**src/logic/acc_defines.svh**
```systemverilog
// Purpose: Named offsets, fields, resets and counts for the converter control
// Assumes: Included by its bare name
// Notes:   Definitions only
`ifndef ACC_DEFINES_SVH
`define ACC_DEFINES_SVH
// ----------------------------------------------------------------------
// Register byte addresses
// ----------------------------------------------------------------------
`define ACC_OFS_SCR     4'h0
`define ACC_OFS_RESH    4'h4
`define ACC_OFS_RESL    4'h8
`define ACC_OFS_CLK     4'hC
// ----------------------------------------------------------------------
// Field positions
// ----------------------------------------------------------------------
`define ACC_SCR_DONE    7
`define ACC_SCR_CONT    5
`define ACC_CLK_LSMP    4
`define ACC_CLK_MODE    3
`define ACC_CLK_ACLK    2
`define ACC_CLK_RSEL    1
// ----------------------------------------------------------------------
// Reset values and channel codes
// ----------------------------------------------------------------------
`define ACC_CH_RESET    5'h1F
`define ACC_CLK_RESET   8'h00
`define ACC_CH_PORT_B_BIT_ZERO     5'h04
`define ACC_CH_PORT_B_BIT_ONE     5'h05
`define ACC_CH_BGAP     5'h1A
`define ACC_CH_OFF      5'h1F
`define ACC_CH_PINS     5'h06
// ----------------------------------------------------------------------
// Timing counts in conversion clock cycles, reference multiple and first trial code
// ----------------------------------------------------------------------
`define ACC_SAMP_SHORT  4'h3
`define ACC_SAMP_LONG   4'hF
`define ACC_BITS10      4'hA
`define ACC_BITS8       4'h8
`define ACC_REFMUL      4'h4
`define ACC_TRIAL_MSB   10'h200
`endif

```
**src/logic/acc_pkg.sv**
```systemverilog
// Purpose: Types for the converter control
// Assumes: acc_defines.svh holds the numbers
// Notes:   Types only
package acc_pkg;
  typedef enum logic [1:0]
  {
    ACC_IDLE   = 2'b00,
    ACC_SAMPLE = 2'b01,
    ACC_CONV   = 2'b10
  } acc_state_t;

  typedef struct packed
  {
    logic [4:0] chan;
    logic       sample;
    logic       pin_sel;
  } acc_mux_t;
endpackage : acc_pkg

```
**src/logic/acc_adc_ctrl.sv**
```systemverilog
// Purpose: Register file, clocking and sequencing of a 10/8-bit converter
// Assumes: AXI4-Lite slave; analog comparator drives cmp_in each bit step
// Notes:   Async source arrives as a synchronous tick enable
//
// Design decisions made here: the AXI4-Lite interface to the registers and the register addresses.
`timescale 1ns/1ps
`include "acc_defines.svh"
module acc_adc_ctrl
  import acc_pkg::*;
(
  input  wire logic        aclk,
  input  wire logic        aresetn,
  input  wire logic        ce,
  input  wire logic        s_axi_awvalid,
  output logic             s_axi_awready,
  input  wire logic [3:0]  s_axi_awaddr,
  input  wire logic        s_axi_wvalid,
  output logic             s_axi_wready,
  input  wire logic [31:0] s_axi_wdata,
  input  wire logic [3:0]  s_axi_wstrb,
  output logic             s_axi_bvalid,
  input  wire logic        s_axi_bready,
  output logic [1:0]       s_axi_bresp,
  input  wire logic        s_axi_arvalid,
  output logic             s_axi_arready,
  input  wire logic [3:0]  s_axi_araddr,
  output logic             s_axi_rvalid,
  input  wire logic        s_axi_rready,
  output logic [31:0]      s_axi_rdata,
  output logic [1:0]       s_axi_rresp,
  input  wire logic        bus4_tick,
  input  wire logic        async_tick,
  input  wire logic        stop_mode,
  input  wire logic        cmp_in,
  output acc_mux_t         mux_out,
  output logic [9:0]       dac_code,
  output logic             port_b_bit_zero_sel,
  output logic             port_b_bit_one_sel,
  output logic             bandgap_sel
);
  // ----------------------------------------------------------------------
  // Registers and state
  // ----------------------------------------------------------------------
  logic [4:0]  channel_select_field;
  logic        cont_mode, done;
  logic [7:0]  conv_clock_reg, result_low;
  logic [1:0]  result_high_reg;
  acc_state_t  state;
  logic [3:0]  step, aw_addr, w_strb, nbits, samp_len;
  logic [9:0]  sar;
  logic [31:0] w_data;
  logic        aw_hold, w_hold, start_req;
  logic        ref_tick, conv_tick, run_ok, wr_go, wr_scr;

  // ----------------------------------------------------------------------
  // Clock selection and divider
  // ----------------------------------------------------------------------
  // Async source or bus-times-four source
  assign ref_tick = conv_clock_reg[`ACC_CLK_ACLK] ? async_tick
                  : bus4_tick;
  // Stop mode halts only the bus-derived clock path
  assign run_ok = !stop_mode || conv_clock_reg[`ACC_CLK_ACLK];

  acc_clkdiv u_div
  (
    .aclk      (aclk),
    .aresetn   (aresetn),
    .ce        (ce && run_ok),
    .ref_tick  (ref_tick),
    .div_sel   (conv_clock_reg[6:5]),
    .conv_tick (conv_tick)
  );

  // Bit count and sample length
  assign nbits = conv_clock_reg[`ACC_CLK_MODE] ? `ACC_BITS10
               : `ACC_BITS8;
  assign samp_len = conv_clock_reg[`ACC_CLK_LSMP] ? `ACC_SAMP_LONG
                  : `ACC_SAMP_SHORT;

  // ----------------------------------------------------------------------
  // Channel decode
  // ----------------------------------------------------------------------
  // Select lines only; pin digital drivers are untouched
  always_comb
  begin
    port_b_bit_zero_sel = (channel_select_field == `ACC_CH_PORT_B_BIT_ZERO);
    port_b_bit_one_sel  = (channel_select_field == `ACC_CH_PORT_B_BIT_ONE);
    bandgap_sel         = (channel_select_field == `ACC_CH_BGAP);
    mux_out.chan        = channel_select_field;
    mux_out.sample      = (state == ACC_SAMPLE);
    mux_out.pin_sel     = (channel_select_field < `ACC_CH_PINS);
  end

  // ----------------------------------------------------------------------
  // AXI4-Lite write path
  // ----------------------------------------------------------------------
  assign s_axi_awready = !aw_hold && !s_axi_bvalid;
  assign s_axi_wready  = !w_hold && !s_axi_bvalid;
  assign s_axi_bresp   = 2'b00;
  assign wr_go = aw_hold && w_hold && !s_axi_bvalid;
  assign wr_scr = wr_go && w_strb[0] && (aw_addr == `ACC_OFS_SCR);
  // Capture address and data in either order
  always_ff @(posedge aclk)
  begin
    if (!aresetn)
    begin
      aw_hold      <= 1'b0;
      w_hold       <= 1'b0;
      aw_addr      <= 4'h0;
      w_data       <= 32'h0;
      w_strb       <= 4'h0;
      s_axi_bvalid <= 1'b0;
    end
    else if (ce)
    begin
      if (s_axi_awvalid && s_axi_awready)
      begin
        aw_hold <= 1'b1;
        aw_addr <= s_axi_awaddr;
      end
      if (s_axi_wvalid && s_axi_wready)
      begin
        w_hold <= 1'b1;
        w_data <= s_axi_wdata;
        w_strb <= s_axi_wstrb;
      end
      if (wr_go)
      begin
        aw_hold      <= 1'b0;
        w_hold       <= 1'b0;
        s_axi_bvalid <= 1'b1;
      end
      else if (s_axi_bready)
      begin
        s_axi_bvalid <= 1'b0;
      end
    end
  end
  // Control registers written by software
  always_ff @(posedge aclk)
  begin
    if (!aresetn)
    begin
      channel_select_field <= `ACC_CH_RESET;
      cont_mode            <= 1'b0;
      conv_clock_reg       <= `ACC_CLK_RESET;
      start_req            <= 1'b0;
    end
    else if (ce)
    begin
      start_req <= 1'b0;
      if (wr_go && w_strb[0])
      begin
        if (aw_addr == `ACC_OFS_SCR)
        begin
          channel_select_field <= w_data[4:0];
          cont_mode            <= w_data[`ACC_SCR_CONT];
          start_req            <= (w_data[4:0] != `ACC_CH_OFF);
        end
        if (aw_addr == `ACC_OFS_CLK)
        begin
          conv_clock_reg <= {1'b0, w_data[6:1], 1'b0};
        end
      end
    end
  end
  // ----------------------------------------------------------------------
  // Conversion sequencer
  // ----------------------------------------------------------------------
  // Trial code set one tick ahead so the comparator has settled
  always_ff @(posedge aclk)
  begin
    if (!aresetn)
    begin
      state           <= ACC_IDLE;
      step            <= 4'h0;
      sar             <= 10'h000;
      done            <= 1'b0;
      result_high_reg <= 2'b00;
      result_low      <= 8'h00;
      dac_code        <= 10'h000;
    end
    else if (ce)
    begin
      if (wr_scr)
      begin
        done     <= 1'b0;
        state    <= ACC_IDLE;
        dac_code <= 10'h000;
      end
      else if (start_req)
      begin
        state    <= ACC_SAMPLE;
        step     <= 4'h0;
        dac_code <= 10'h000;
      end
      else if (conv_tick && run_ok)
      begin
        case (state)
          ACC_SAMPLE:
          begin
            if (step >= samp_len)
            begin
              state    <= ACC_CONV;
              step     <= 4'h0;
              sar      <= 10'h000;
              dac_code <= `ACC_TRIAL_MSB;
            end
            else
            begin
              step <= step + 4'h1;
            end
          end
          ACC_CONV:
          begin
            sar[9 - step] <= cmp_in;
            if (step == nbits - 4'h1)
            begin
              done     <= 1'b1;
              dac_code <= 10'h000;
              if (nbits == `ACC_BITS10)
              begin
                result_high_reg <= sar[9:8];
                result_low      <= {sar[7:1], cmp_in};
              end
              else
              begin
                result_high_reg <= 2'b00;
                result_low      <= {sar[9:3], cmp_in};
              end
              state <= cont_mode ? ACC_SAMPLE : ACC_IDLE;
              step  <= 4'h0;
            end
            else
            begin
              dac_code <= (cmp_in ? dac_code
                           : dac_code & ~(`ACC_TRIAL_MSB >> step))
                          | (`ACC_TRIAL_MSB >> (step + 4'h1));
              step     <= step + 4'h1;
            end
          end
          default:
          begin
            state    <= ACC_IDLE;
            dac_code <= 10'h000;
          end
        endcase
      end
    end
  end
  // ----------------------------------------------------------------------
  // AXI4-Lite read path
  // ----------------------------------------------------------------------
  assign s_axi_arready = !s_axi_rvalid;
  assign s_axi_rresp   = 2'b00;

  always_ff @(posedge aclk)
  begin
    if (!aresetn)
    begin
      s_axi_rvalid <= 1'b0;
      s_axi_rdata  <= 32'h0;
    end
    else if (ce)
    begin
      if (s_axi_arvalid && s_axi_arready)
      begin
        s_axi_rvalid <= 1'b1;
        case (s_axi_araddr)
          `ACC_OFS_SCR:  s_axi_rdata <= {24'h0, done, 1'b0, cont_mode,
                                         channel_select_field};
          `ACC_OFS_RESH: s_axi_rdata <= {30'h0, result_high_reg};
          `ACC_OFS_RESL: s_axi_rdata <= {24'h0, result_low};
          `ACC_OFS_CLK:  s_axi_rdata <= {24'h0, conv_clock_reg};
          default:       s_axi_rdata <= 32'h0;
        endcase
      end
      else if (s_axi_rready)
      begin
        s_axi_rvalid <= 1'b0;
      end
    end
  end
endmodule : acc_adc_ctrl

```
**src/logic/acc_clkdiv.sv**
```systemverilog
// Purpose: Conversion clock enable from a reference enable and divider
// Assumes: Reference enable is a one-cycle pulse per reference tick
// Notes:   Divider of 1, 2, 4 or 8 reference ticks
`timescale 1ns/1ps
module acc_clkdiv
  import acc_pkg::*;
(
  input  wire logic       aclk,
  input  wire logic       aresetn,
  input  wire logic       ce,
  input  wire logic       ref_tick,
  input  wire logic [1:0] div_sel,
  output logic            conv_tick
);
  logic [2:0] cnt;
  logic [2:0] lim;

  // Terminal count for the chosen division
  always_comb
  begin
    lim = 3'((4'h1 << div_sel) - 4'h1);
  end

  // Count reference ticks, pulse at terminal count
  always_ff @(posedge aclk)
  begin
    if (!aresetn)
    begin
      cnt       <= 3'h0;
      conv_tick <= 1'b0;
    end
    else if (ce)
    begin
      conv_tick <= 1'b0;
      if (ref_tick)
      begin
        if (cnt >= lim)
        begin
          cnt       <= 3'h0;
          conv_tick <= 1'b1;
        end
        else
        begin
          cnt <= cnt + 3'h1;
        end
      end
    end
  end
endmodule : acc_clkdiv

```
**config.mk**
```make
export PLATFORM = sky130hd
export DESIGN_NAME = acc_adc_ctrl
export DESIGN_NICKNAME = d
export VERILOG_FILES = /design/src/logic/acc_pkg.sv /design/src/logic/acc_adc_ctrl.sv /design/src/logic/acc_clkdiv.sv
export VERILOG_INCLUDE_DIRS = /design/src /design/src/logic
export SDC_FILE = /design/constraint.sdc
export NUM_CORES = 1
export LEC_CHECK = 0
export BUFFER_PORTS_ARGS = -buffer_cell sky130_fd_sc_hd__buf_2
export CORE_MARGIN = 10
export CORE_UTILIZATION = 39
export DETAILED_ROUTE_END_ITERATION = 8
export SLEW_MARGIN = 10
export SYNTH_ARGS = -nofsm -noshare
export SYNTH_HDL_FRONTEND = slang
export SYNTH_SLANG_ARGS = --single-unit
```
**constraint.sdc**
```tcl
create_clock -name aclk -period 2.8 [get_ports aclk]
set_clock_uncertainty 0.15 [all_clocks]
set_input_delay 0.56 -clock aclk [delete_from_list [all_inputs] [get_ports aclk]]
set_output_delay 0.56 -clock aclk [all_outputs]
set_load 0.02 [all_outputs]
```
After elaboration in Yosys (flattened, before gate mapping)
Index checks and enable logic that the tools add are counted.
- memories: 0
- logic and storage cells: 150
- register bits after elaboration: 102
- ROM bits: 0
- memory bits (writable): 0
- bits in latches: 0
- input port bits: 56
- bitwise operators: 5
- eq/ne operators: 16
- multiply operators: 0
- add/subtract/negate cells: 5
- reduce and logical (&&, ||, !) cells: 47
- div/mod/pow operators: 0
- multiplexer cells: 48
- shifts and indexed selects: 3
- magnitude comparators: 5
- operators with widths (kind ; number):
    $mux 10 ; 7
    $pmux 10 s2 ; 2
    $ge 32x1->1 const B ; 1
    $lt 32x5->1 const B ; 1
    $pmux 8 s4 ; 1
    $mux 1 ; 20
    $mux 4 ; 5
    $shr 10x4->10 const A ; 2
    $reduce_bool 2->1 ; 9
    $eq 4x4->1 const B ; 4
    $reduce_and 2->1 ; 8
    $mux 2 ; 7
    $logic_and 1x1->1 ; 12
    $reduce_and 6->1 ; 2
    $and 10x10->10 ; 1
    $bwmux 10 ; 1
    $eq 5x3->1 const B ; 2
    $not 10->10 ; 1
    $or 10x10->10 ; 1
    $reduce_and 3->1 ; 3
    $logic_not 4->1 ; 2
    $mux 8 ; 1
    $pmux 4 s2 ; 1
    $reduce_and 4->1 ; 2
    26 further kinds ; 33

Logic depth before layout (Yosys ltp)
Gate-level depths: netlist (run 1).
- word-level depth: 10
- mapped depth: 9
- depth with buffers taken out: 7

Modules after synthesis
Synthesis (run 1) repeated with hierarchy kept, for this count alone.
- cells, all modules: 491
- area, all modules: 4341.7 um^2
- by module, submodules not included (module ; area an instance (um^2) ; cells an instance ; times used ; seq. area each (um^2)):
    acc_adc_ctrl ; 4082.7 ; 461 ; 1 ; 1461.4
    acc_clkdiv ; 259.0 ; 30 ; 1 ; 80.1

Worst setup path after synthesis (run 1)
OpenSTA, ideal clock, no wires.
- path kind: reg-to-reg
- from: register step[1]
- to: register sar[8]
- path buffers: 2
- slack: 0.489 ns
- stages on the path, launching flop included: 9
- library setup time: 0.073 ns
- arrival: 2.088 ns
- period minus slack after synthesis: 2.311 ns
- cells stage by stage: dfxtp_1 > ha_1 > buf_4 > a21o_1 > a21oi_1 > or4b_4 > buf_6 > or3_1 > o22ai_2
- word-level cells in the longest chain between the ends: 7
- elaborated cells on any way between the ends: 11
- classes of those cells: add/sub (1); order compare (3); eq/ne (1); mux (4); reduce/logical (2)
- RTL lines (what ; line ; source):
    start: declaration ; acc_adc_ctrl.sv:49 ; logic [3:0] step, aw_addr, w_strb, nbits, samp_len;
    start signal: assignment ; acc_adc_ctrl.sv:211 ; step <= step + 4'h1;
    start signal: assignment ; acc_adc_ctrl.sv:239 ; step <= step + 4'h1;
    $sub 4x4->5 ; acc_adc_ctrl.sv:216 ; sar[9 - step] <= cmp_in;
    $ge 32x1->1 (implied by the code) / $lt 32x5->1 (equally long branches) ; acc_adc_ctrl.sv:216 ;
    $logic_and 1x1->1 (implied by the code) ; acc_adc_ctrl.sv:216 ;
    $mux 1 (implied by the code) ; acc_adc_ctrl.sv:216 ;
    $demux 1 s4 ; acc_adc_ctrl.sv:216 ;
    $bwmux 10 ; acc_adc_ctrl.sv:216 ;
    $pmux 10 s2 ; acc_adc_ctrl.sv:199 ; case (state)
    end signal: indexed assignment ; acc_adc_ctrl.sv:216 ;
    end: declaration ; acc_adc_ctrl.sv:50 ; logic [9:0] sar;
Several ways; a longest one is shown, not always the timed one.
A chain may end at the register's enable or synchronous reset.

Worst setup path in the final report (run 1)
- from: register step[1]
- to: register sar[4]
Same word-level chain as after synthesis.

==> results of run 1 <==
-- worst paths after layout --
kind                               endpoint
worst min-delay path             aw_addr[3]
worst max-delay path                 sar[4]
worst max register to register       sar[4]
worst min register to register  dac_code[6]
-- metal layers --
layer / vias up / track usage, % / part of all wire (%)
met2: 82 / 23.18 / 50
li1: 1852 / - / -
met4: 0 / 6.259 / 1.9
met5: - / 0 / 0
met1: 1785 / 17.77 / 44
met3: 18 / 3.484 / 4.8
-- cell usage after synthesis (3+ instances only) --
library cell	n
nor3_1	9
a31oi_1	3
a211oi_1	8
ha_1	16
o22ai_1	4
clkbuf_1	18
mux2_2	4
a22oi_1	8
buf_4	29
and3_1	3
mux2i_1	26
a21oi_1	28
or3_1	4
nor4bb_1	3
buf_2	5
o21ai_0	14
nand4_1	13
buf_1	4
nand2_1	52
and2_1	3
o211ai_1	9
a21o_1	6
dfxtp_1	77
nor2_1	51
nand2b_1	5
nor4_1	4
nor3b_1	3
inv_1	21
nand3_1	26
a22o_1	8
-- power by group --
part,switching [W],internal [W]
sequential,0.0000146,0.00111
combinational,0.000120,0.0000608
clock,0.000448,0.000508
total,0.000582,0.00168
-- cells by family after synthesis --
group | count (synthesis) | share of synthesized area, %
flip-flops | 77 | 36.54
XOR/XNOR | 3 | 0.6229
other | 1 | 0.08888
AND/OR/NAND/NOR | 195 | 23.61
AO/OA/AOI/OAI | 105 | 16.79
adder cells (fa/ha/maj) | 16 | 4.745
buffers and inverters | 78 | 9.846
multiplexers | 31 | 7.770
-- per-stage QoR --
stage / utilization, % / hold WS, ps / setup WS [ps] / total power (W) / area, sq um
final: 45.81 / 269.4 / 281.3 / 0.002260 / 4772
after floorplan: - / 278.5 / 488.6 / 0.001305 / 4320
after global routing: 45.81 / 275.3 / 62.71 / 0.002351 / 4772
after detailed placement: 43.70 / 307.2 / 288.3 / 0.001329 / 4552
after global placement: 43.70 / 305.0 / 301.6 / 0.001326 / 4552
after CTS: 45.81 / 260.1 / 293.1 / 0.002285 / 4772
-- cell usage in the layout (no fill, tap or decap), types with 16 or more instances in the layout --
cell type,netlist,final
dfxtp_1,77,77
buf_2,5,60
nand2_1,52,52
nor2_1,51,51
a21oi_1,28,28
conb_1,1,28
nand3_1,26,26
mux2i_1,26,26
inv_1,21,21
ha_1,16,16
-- worst register-to-register path, stage by stage, from the launching register on --
cell and delay [ps]:
dfxtp_1 550, ha_1 240, a21o_1 170, a21oi_1 80
or4b_4 610, nor3_1 470, a22o_1 210
-- layout make-up --
cell class	instances	area (sq um)
fillers	1065	5644
multi-input cells	378	2364
flip-flops and latches	77	1541
repair buffers	73	397.9
well taps	136	170.2
clock buffers	9	123.9
clock inverters	7	96.34
inverters	21	78.83
==> summary.md, run 1 <==
| Metric | Value |
|---|---|
| Max reg flops | 10 |
| RSZ-0062 raised after global routing | no |
| Critical path startpoint category | flip-flop |
| Most flops, register | dac_code |
| Reg-to-reg slack, setup | 280 ps |
| Placed Cells | 685 |
| Critical-path cell list | ha_1 -> a21o_1 -> a21oi_1 -> or4b_4 -> nor3_1 -> a22o_1 |
| Root buffer cell | clkbuf_8 |
| Synth async-reset ratio | 0% |
| Vias in the first global route | 3627 |
| Die width | 124.0 um |
| Least-Margin Pin Slew | 648.8 ps |
| Post-synth top flop | dfxtp_1 |
| # rows | 37 |
| Worst setup path start | step[1] |
| Synth Cell Area | 4219 sq um |
| Post-CTS Setup Bufs | 0 |
| First-pass GRT wire length | about 18 mm |
| Tot GR Track Use | 14.33% |
| Worst Path Max Fanout | 12 |
| Antenna violations before repair | 0 |
| Crit-path leading delay family | simple AND/OR/NAND/NOR gates |
| Ant diodes | 0 |
| CP bufs+invs | 0 |
| Cell taking the most area after synthesis | dfxtp_1 |
| Total I/O pin count | around 120 |
| Slew headroom | 56.41% |
| Critical path depth | 6 |
| Crit path kind | reg2reg |
| CTS resizes | 0 |
| Post-DP HPWL | ~8.4 mm |
| Peak VDD IR | 0.2290 mV |
| Share of the synthesized area in the top cell type | 36.54% |
| Pin count of the biggest net entering global routing | 26 |
| TritonCTS Buffers | 9 |
| Crit path time final | 2519 ps |
| Total of warnings raised by yosys | 0 |
| Leakage power total | 1.967 nW |
| Routed vias | 3737 |
| CTS tree | done |
| Gr ovfl total | 0 |
| Status | completed |
| CP arrival | around 2700 ps |
| Post-CTS Hold Fix Bufs | 0 |
| Setup-failing EPs final | 0 |
| Post-DRT Antenna Nets | 0 |
| Worst reg-to-reg path cell count | 6 |
| Core area | 10420 sq um |
| Worst setup EP type | flip-flop |
| #FFs+latches synth | 77 |
| CP max-delay cell | or4b_4 |
| Slew Limit Fails | 0 |
| Post-synthesis sequential area ratio | 36.54% |
| Detailed Route Iter0 Violations | 316 |
| Syn Inst Count | 506 |
| Final hold vios | 0 |
| Clock-pin slew on the worst setup and hold paths | 80 ps |
| Non-Filler Instances | 701 |
| Area grow syn2layout | 13.11% |
| Max incr delay on CP | 610 ps |
| Die ar. | ~15000 sq um |
| Period utilization | 89.95% |
| Starting Density | 40.50% |
| Clk Latency, worst-skew pair | 370 ps |
| Hold path depth | 3 |
| Max capacitance violation total | 0 |
| Share of cells above drive strength 1 | 18.76% |
| NumNets Final | 632 |
| CTS Sinks | 77 |
| FMAX | 397.0 MHz |
| DR pass1 iterations | 4 |
| Hold path startpoint | s_axi_awaddr[3] |
| Syn_area_per_cell | between 8 and 9 sq um |
| Setup_tns | 0 ps |
| Post-synth EDFFs | 0 |
| Port bufs | 60 |
| Worst min-delay path class | in2reg |
| H-tree Lvls | 3 |
| Drt via density | ~5.3 |
| Largest registers | dac_code x10, sar x9 |
| Worst EP required | 2960 ps |
| Drt wl/cell | between 15 and 20 um |
| Library cells used by synthesis | 65 |
| Largest cells by area after synthesis | dfxtp_1 37%, mux2i_1 6.2%, buf_4 5.2% |
| Worst reg2reg startpoint | step[1] |
| Die Ht | 124.0 um |
| P per Cell Area | 473.6 nW/um^2 |
| Max Buffers Root-to-Sink | 2 |
| Final wirelength | 11.16 mm |
| Drt drc | 0 |
| GPL Wtd Cong | ~0.81 |
(Power assumes the default switching activity.)
==> inputs of run 2 (changes only) <==
- BUFFER_PORTS_ARGS: -buffer_cell sky130_fd_sc_hd__buf_2 -> -buffer_cell sky130_fd_sc_hd__buf_4
- CELL_PAD_IN_SITES_DETAIL_PLACEMENT: not set -> 2
- CELL_PAD_IN_SITES_GLOBAL_PLACEMENT: not set -> 2
- CORE_UTILIZATION: 39 -> 30
- PLACE_DENSITY_LB_ADDON: not set -> 0.1
==> run 2 against run 1 <==
- global-route usage increased by 0.15 points
- fmax decreased by 5.6%
- worst setup slack got worse by 150 ps
- first-iteration DRC count decreased by 45%
- critical path depth increased by 1
- wire length increased by 25%
- critical endpoint is now state[0]
==> summary.md, run 2 (synthesis gave the netlist of run 1 again) <==
| Metric | Value |
|---|---|
| Gr ovfl total | 0 (unchanged) |
| Total power | 0.002631 W (+16%) |
| Commonest non-fill, non-tap cell in the layout | buf_4 |
| Tot GR Track Use | 14.48% (+0.15 points) |
| Drt drc | 0 (unchanged) |
| RSZ-0062 raised after global routing | no |
| Fin util | 37.12% (-8.7 points) |
| Antenna violations before repair | 0 (unchanged) |
| Critical path startpoint category | flip-flop |
| CP arrival | 2720 ps (+40 ps) |
| Crit path setup slack, layout | 132.1 ps (-149.3 ps) |
| Root buffer cell | clkbuf_16 |
| Status | completed |
| Routing usage on met2 | 24.47% (+1.3 points) |
| CP max-delay cell | or3b_2 |
| Critical-path cell list | inv_1 -> ha_1 -> or3b_2 -> o2111a_1 -> o21ai_0 -> a31oi_1 -> mux2i_1 |
| Max capacitance violation total | 0 (unchanged) |
| Area grow syn2layout | 21.65% |
| M1 GR Usage | 17.73% (-0.041 points) |
| Post-DRT Antenna Nets | 0 (unchanged) |
| Slew headroom | 61.13% (+4.7 points) |
| Die Ht | 138.6 um (+12%) |
| Detailed Route Iter0 Violations | 173 (-45%) |
| Post-DP HPWL | 10.56 mm (+25%) |
| DR pass1 iterations | 4 (unchanged) |
| P per Cell Area | 512.7 nW/um^2 (+8.3%) |
| Setup-failing EPs final | 0 (unchanged) |
| Critical path depth | 7 (+1) |
| H-tree Lvls | 3 (unchanged) |
| Worst reg2reg startpoint | conv_clock_reg[4] |
| Post-CTS Setup Bufs | 0 (unchanged) |
| Leakage power total | 2.078 nW (+5.6%) |
| Die width | 138.6 um (+12%) |
| Starting Density | 30.51% (-10 points) |
| Crit-path leading delay family | compound AO/OA/AOI/OAI gates |
| CTS Sinks | 77 (unchanged) |
| Core area | 13830 sq um (+33%) |
| CTS tree | done |
| Total I/O pin count | 117 (unchanged) |
| Worst setup path start | conv_clock_reg[4] |
| Final wirelength | 13.93 mm (+25%) |
| Max Buffers Root-to-Sink | 2 (unchanged) |
| Period utilization | 95.28% (+5.3 points) |
| Drt via density | 5.057 (-5.1%) |
| Port bufs | 60 (unchanged) |
| Ant diodes | 0 (unchanged) |
| Most frequent cells in the layout | 79 x buf_4, 77 x dfxtp_1, 52 x nand2_1 |
| Clk Latency, worst-skew pair | 340 ps (-30 ps) |
| Final hold vios | 0 (unchanged) |
| NumNets Final | 638 (+0.95%) |
| Die ar. | 19210 sq um (+25%) |
| Top Usage Layer GRT | met2 |
| Setup_tns | 0 ps (unchanged) |
| Share of cells above drive strength 1 | 19.47% (+0.71 points) |
| Routed vias | 3793 (+1.5%) |
| Reg-to-reg slack, setup | 130 ps (-150 ps) |
| RR Endpoint | state[0] |
| Worst reg-to-reg path cell count | 7 (+1) |
| Peak VDD IR | 0.2182 mV (-4.7%) |
| Met3 global-route usage | 2.842% (-0.64 points) |
| Least-Margin Pin Slew | 580.3 ps (-68.50 ps) |
| FMAX | 374.8 MHz (-5.6%) |
| Vias in the first global route | 4180 (+15%) |
| CP Capture Point | state[0] |
| Pin count of the biggest net entering global routing | 32 (+23%) |
| # rows | 43 (+16%) |
| Worst setup EP type | flip-flop |
| Max incr delay on CP | 480 ps (-130 ps) |
| CTS resizes | 0 (unchanged) |
| Largest registers | dac_code x10, sar x9 |
| GPL Wtd Cong | 0.7594 (-6.6%) |
| Post-CTS Hold Fix Bufs | 0 (unchanged) |
| Worst Path Max Fanout | 4 (-8) |
| Crit path kind | reg2reg |
| Slew Limit Fails | 0 (unchanged) |
| Most flops, register | dac_code |
| First-pass GRT wire length | 22.91 mm (+30%) |
| Crit path time final | 2668 ps (+149.3 ps) |
| Pre-CTS WS | 191.4 ps (-96.91 ps) |
| Drt wl/cell | 18.57 um (+17%) |
| TritonCTS Buffers | 9 (unchanged) |
| CP bufs+invs | 1 (+1) |
| Worst min-delay path class | in2reg |
| Clock-pin slew on the worst setup and hold paths | 60 ps (-20 ps) |
| Worst EP required | 2850 ps (-110 ps) |
| Max reg flops | 10 (unchanged) |
run 2: worst min-delay path by stage:
stage	from	end	depth (start not counted)
after floorplan	sar[2]	sar[2]	2
after global placement	conv_clock_reg[1]	conv_clock_reg[1]	2
after detailed placement	sar[1]	sar[1]	2
after CTS	s_axi_awaddr[2]	aw_addr[2]	3
after global routing	s_axi_wdata[6]	w_data[6]	3
final	s_axi_wdata[1]	w_data[1]	3
run 2: stage by stage:
stage / cell area (sq um) / cells / hold slack, ps
2_1_floorplan: 4320 / 533 / 278.5
3_3_place_gp: 4807 / 735 / 291.5
3_5_place_dp: 4807 / 735 / 301.0
4_1_cts: 5132 / 750 / 294.9
5_1_grt: 5132 / 750 / 313.0
6_report: 5132 / 750 / 302.2
run 2: layout make-up:
| cell class | count | area [sq um] |
|---|---|---|
| Fill cell | 1551 | 8695 |
| Multi-Input combinational cell | 378 | 2369 |
| Sequential cell | 77 | 1541 |
| Timing Repair Buffer | 79 | 593.1 |
| Clock buffer | 12 | 256.5 |
| Tap cell | 180 | 225.2 |
| Inverter | 21 | 78.83 |
| Clock inverter | 3 | 68.82 |
run 2: layer usage:
layer	routed length (um)	share of wire, %
met5	0	0
met4	231	1.7
met3	422	3.0
met2	6883	49
met1	6394	46
run 2: report_power, final:
| part | switching, W | internal (W) |
|---|---|---|
| logic | 0.000128 | 0.0000733 |
| clock network | 0.000476 | 0.000827 |
| registers | 0.0000163 | 0.00111 |
| total | 0.000621 | 0.00201 |
run 2: worst min-delay path, stage by stage:
cell and delay [ps]:
buf_4 80, mux2i_1 50, nor2_1 70
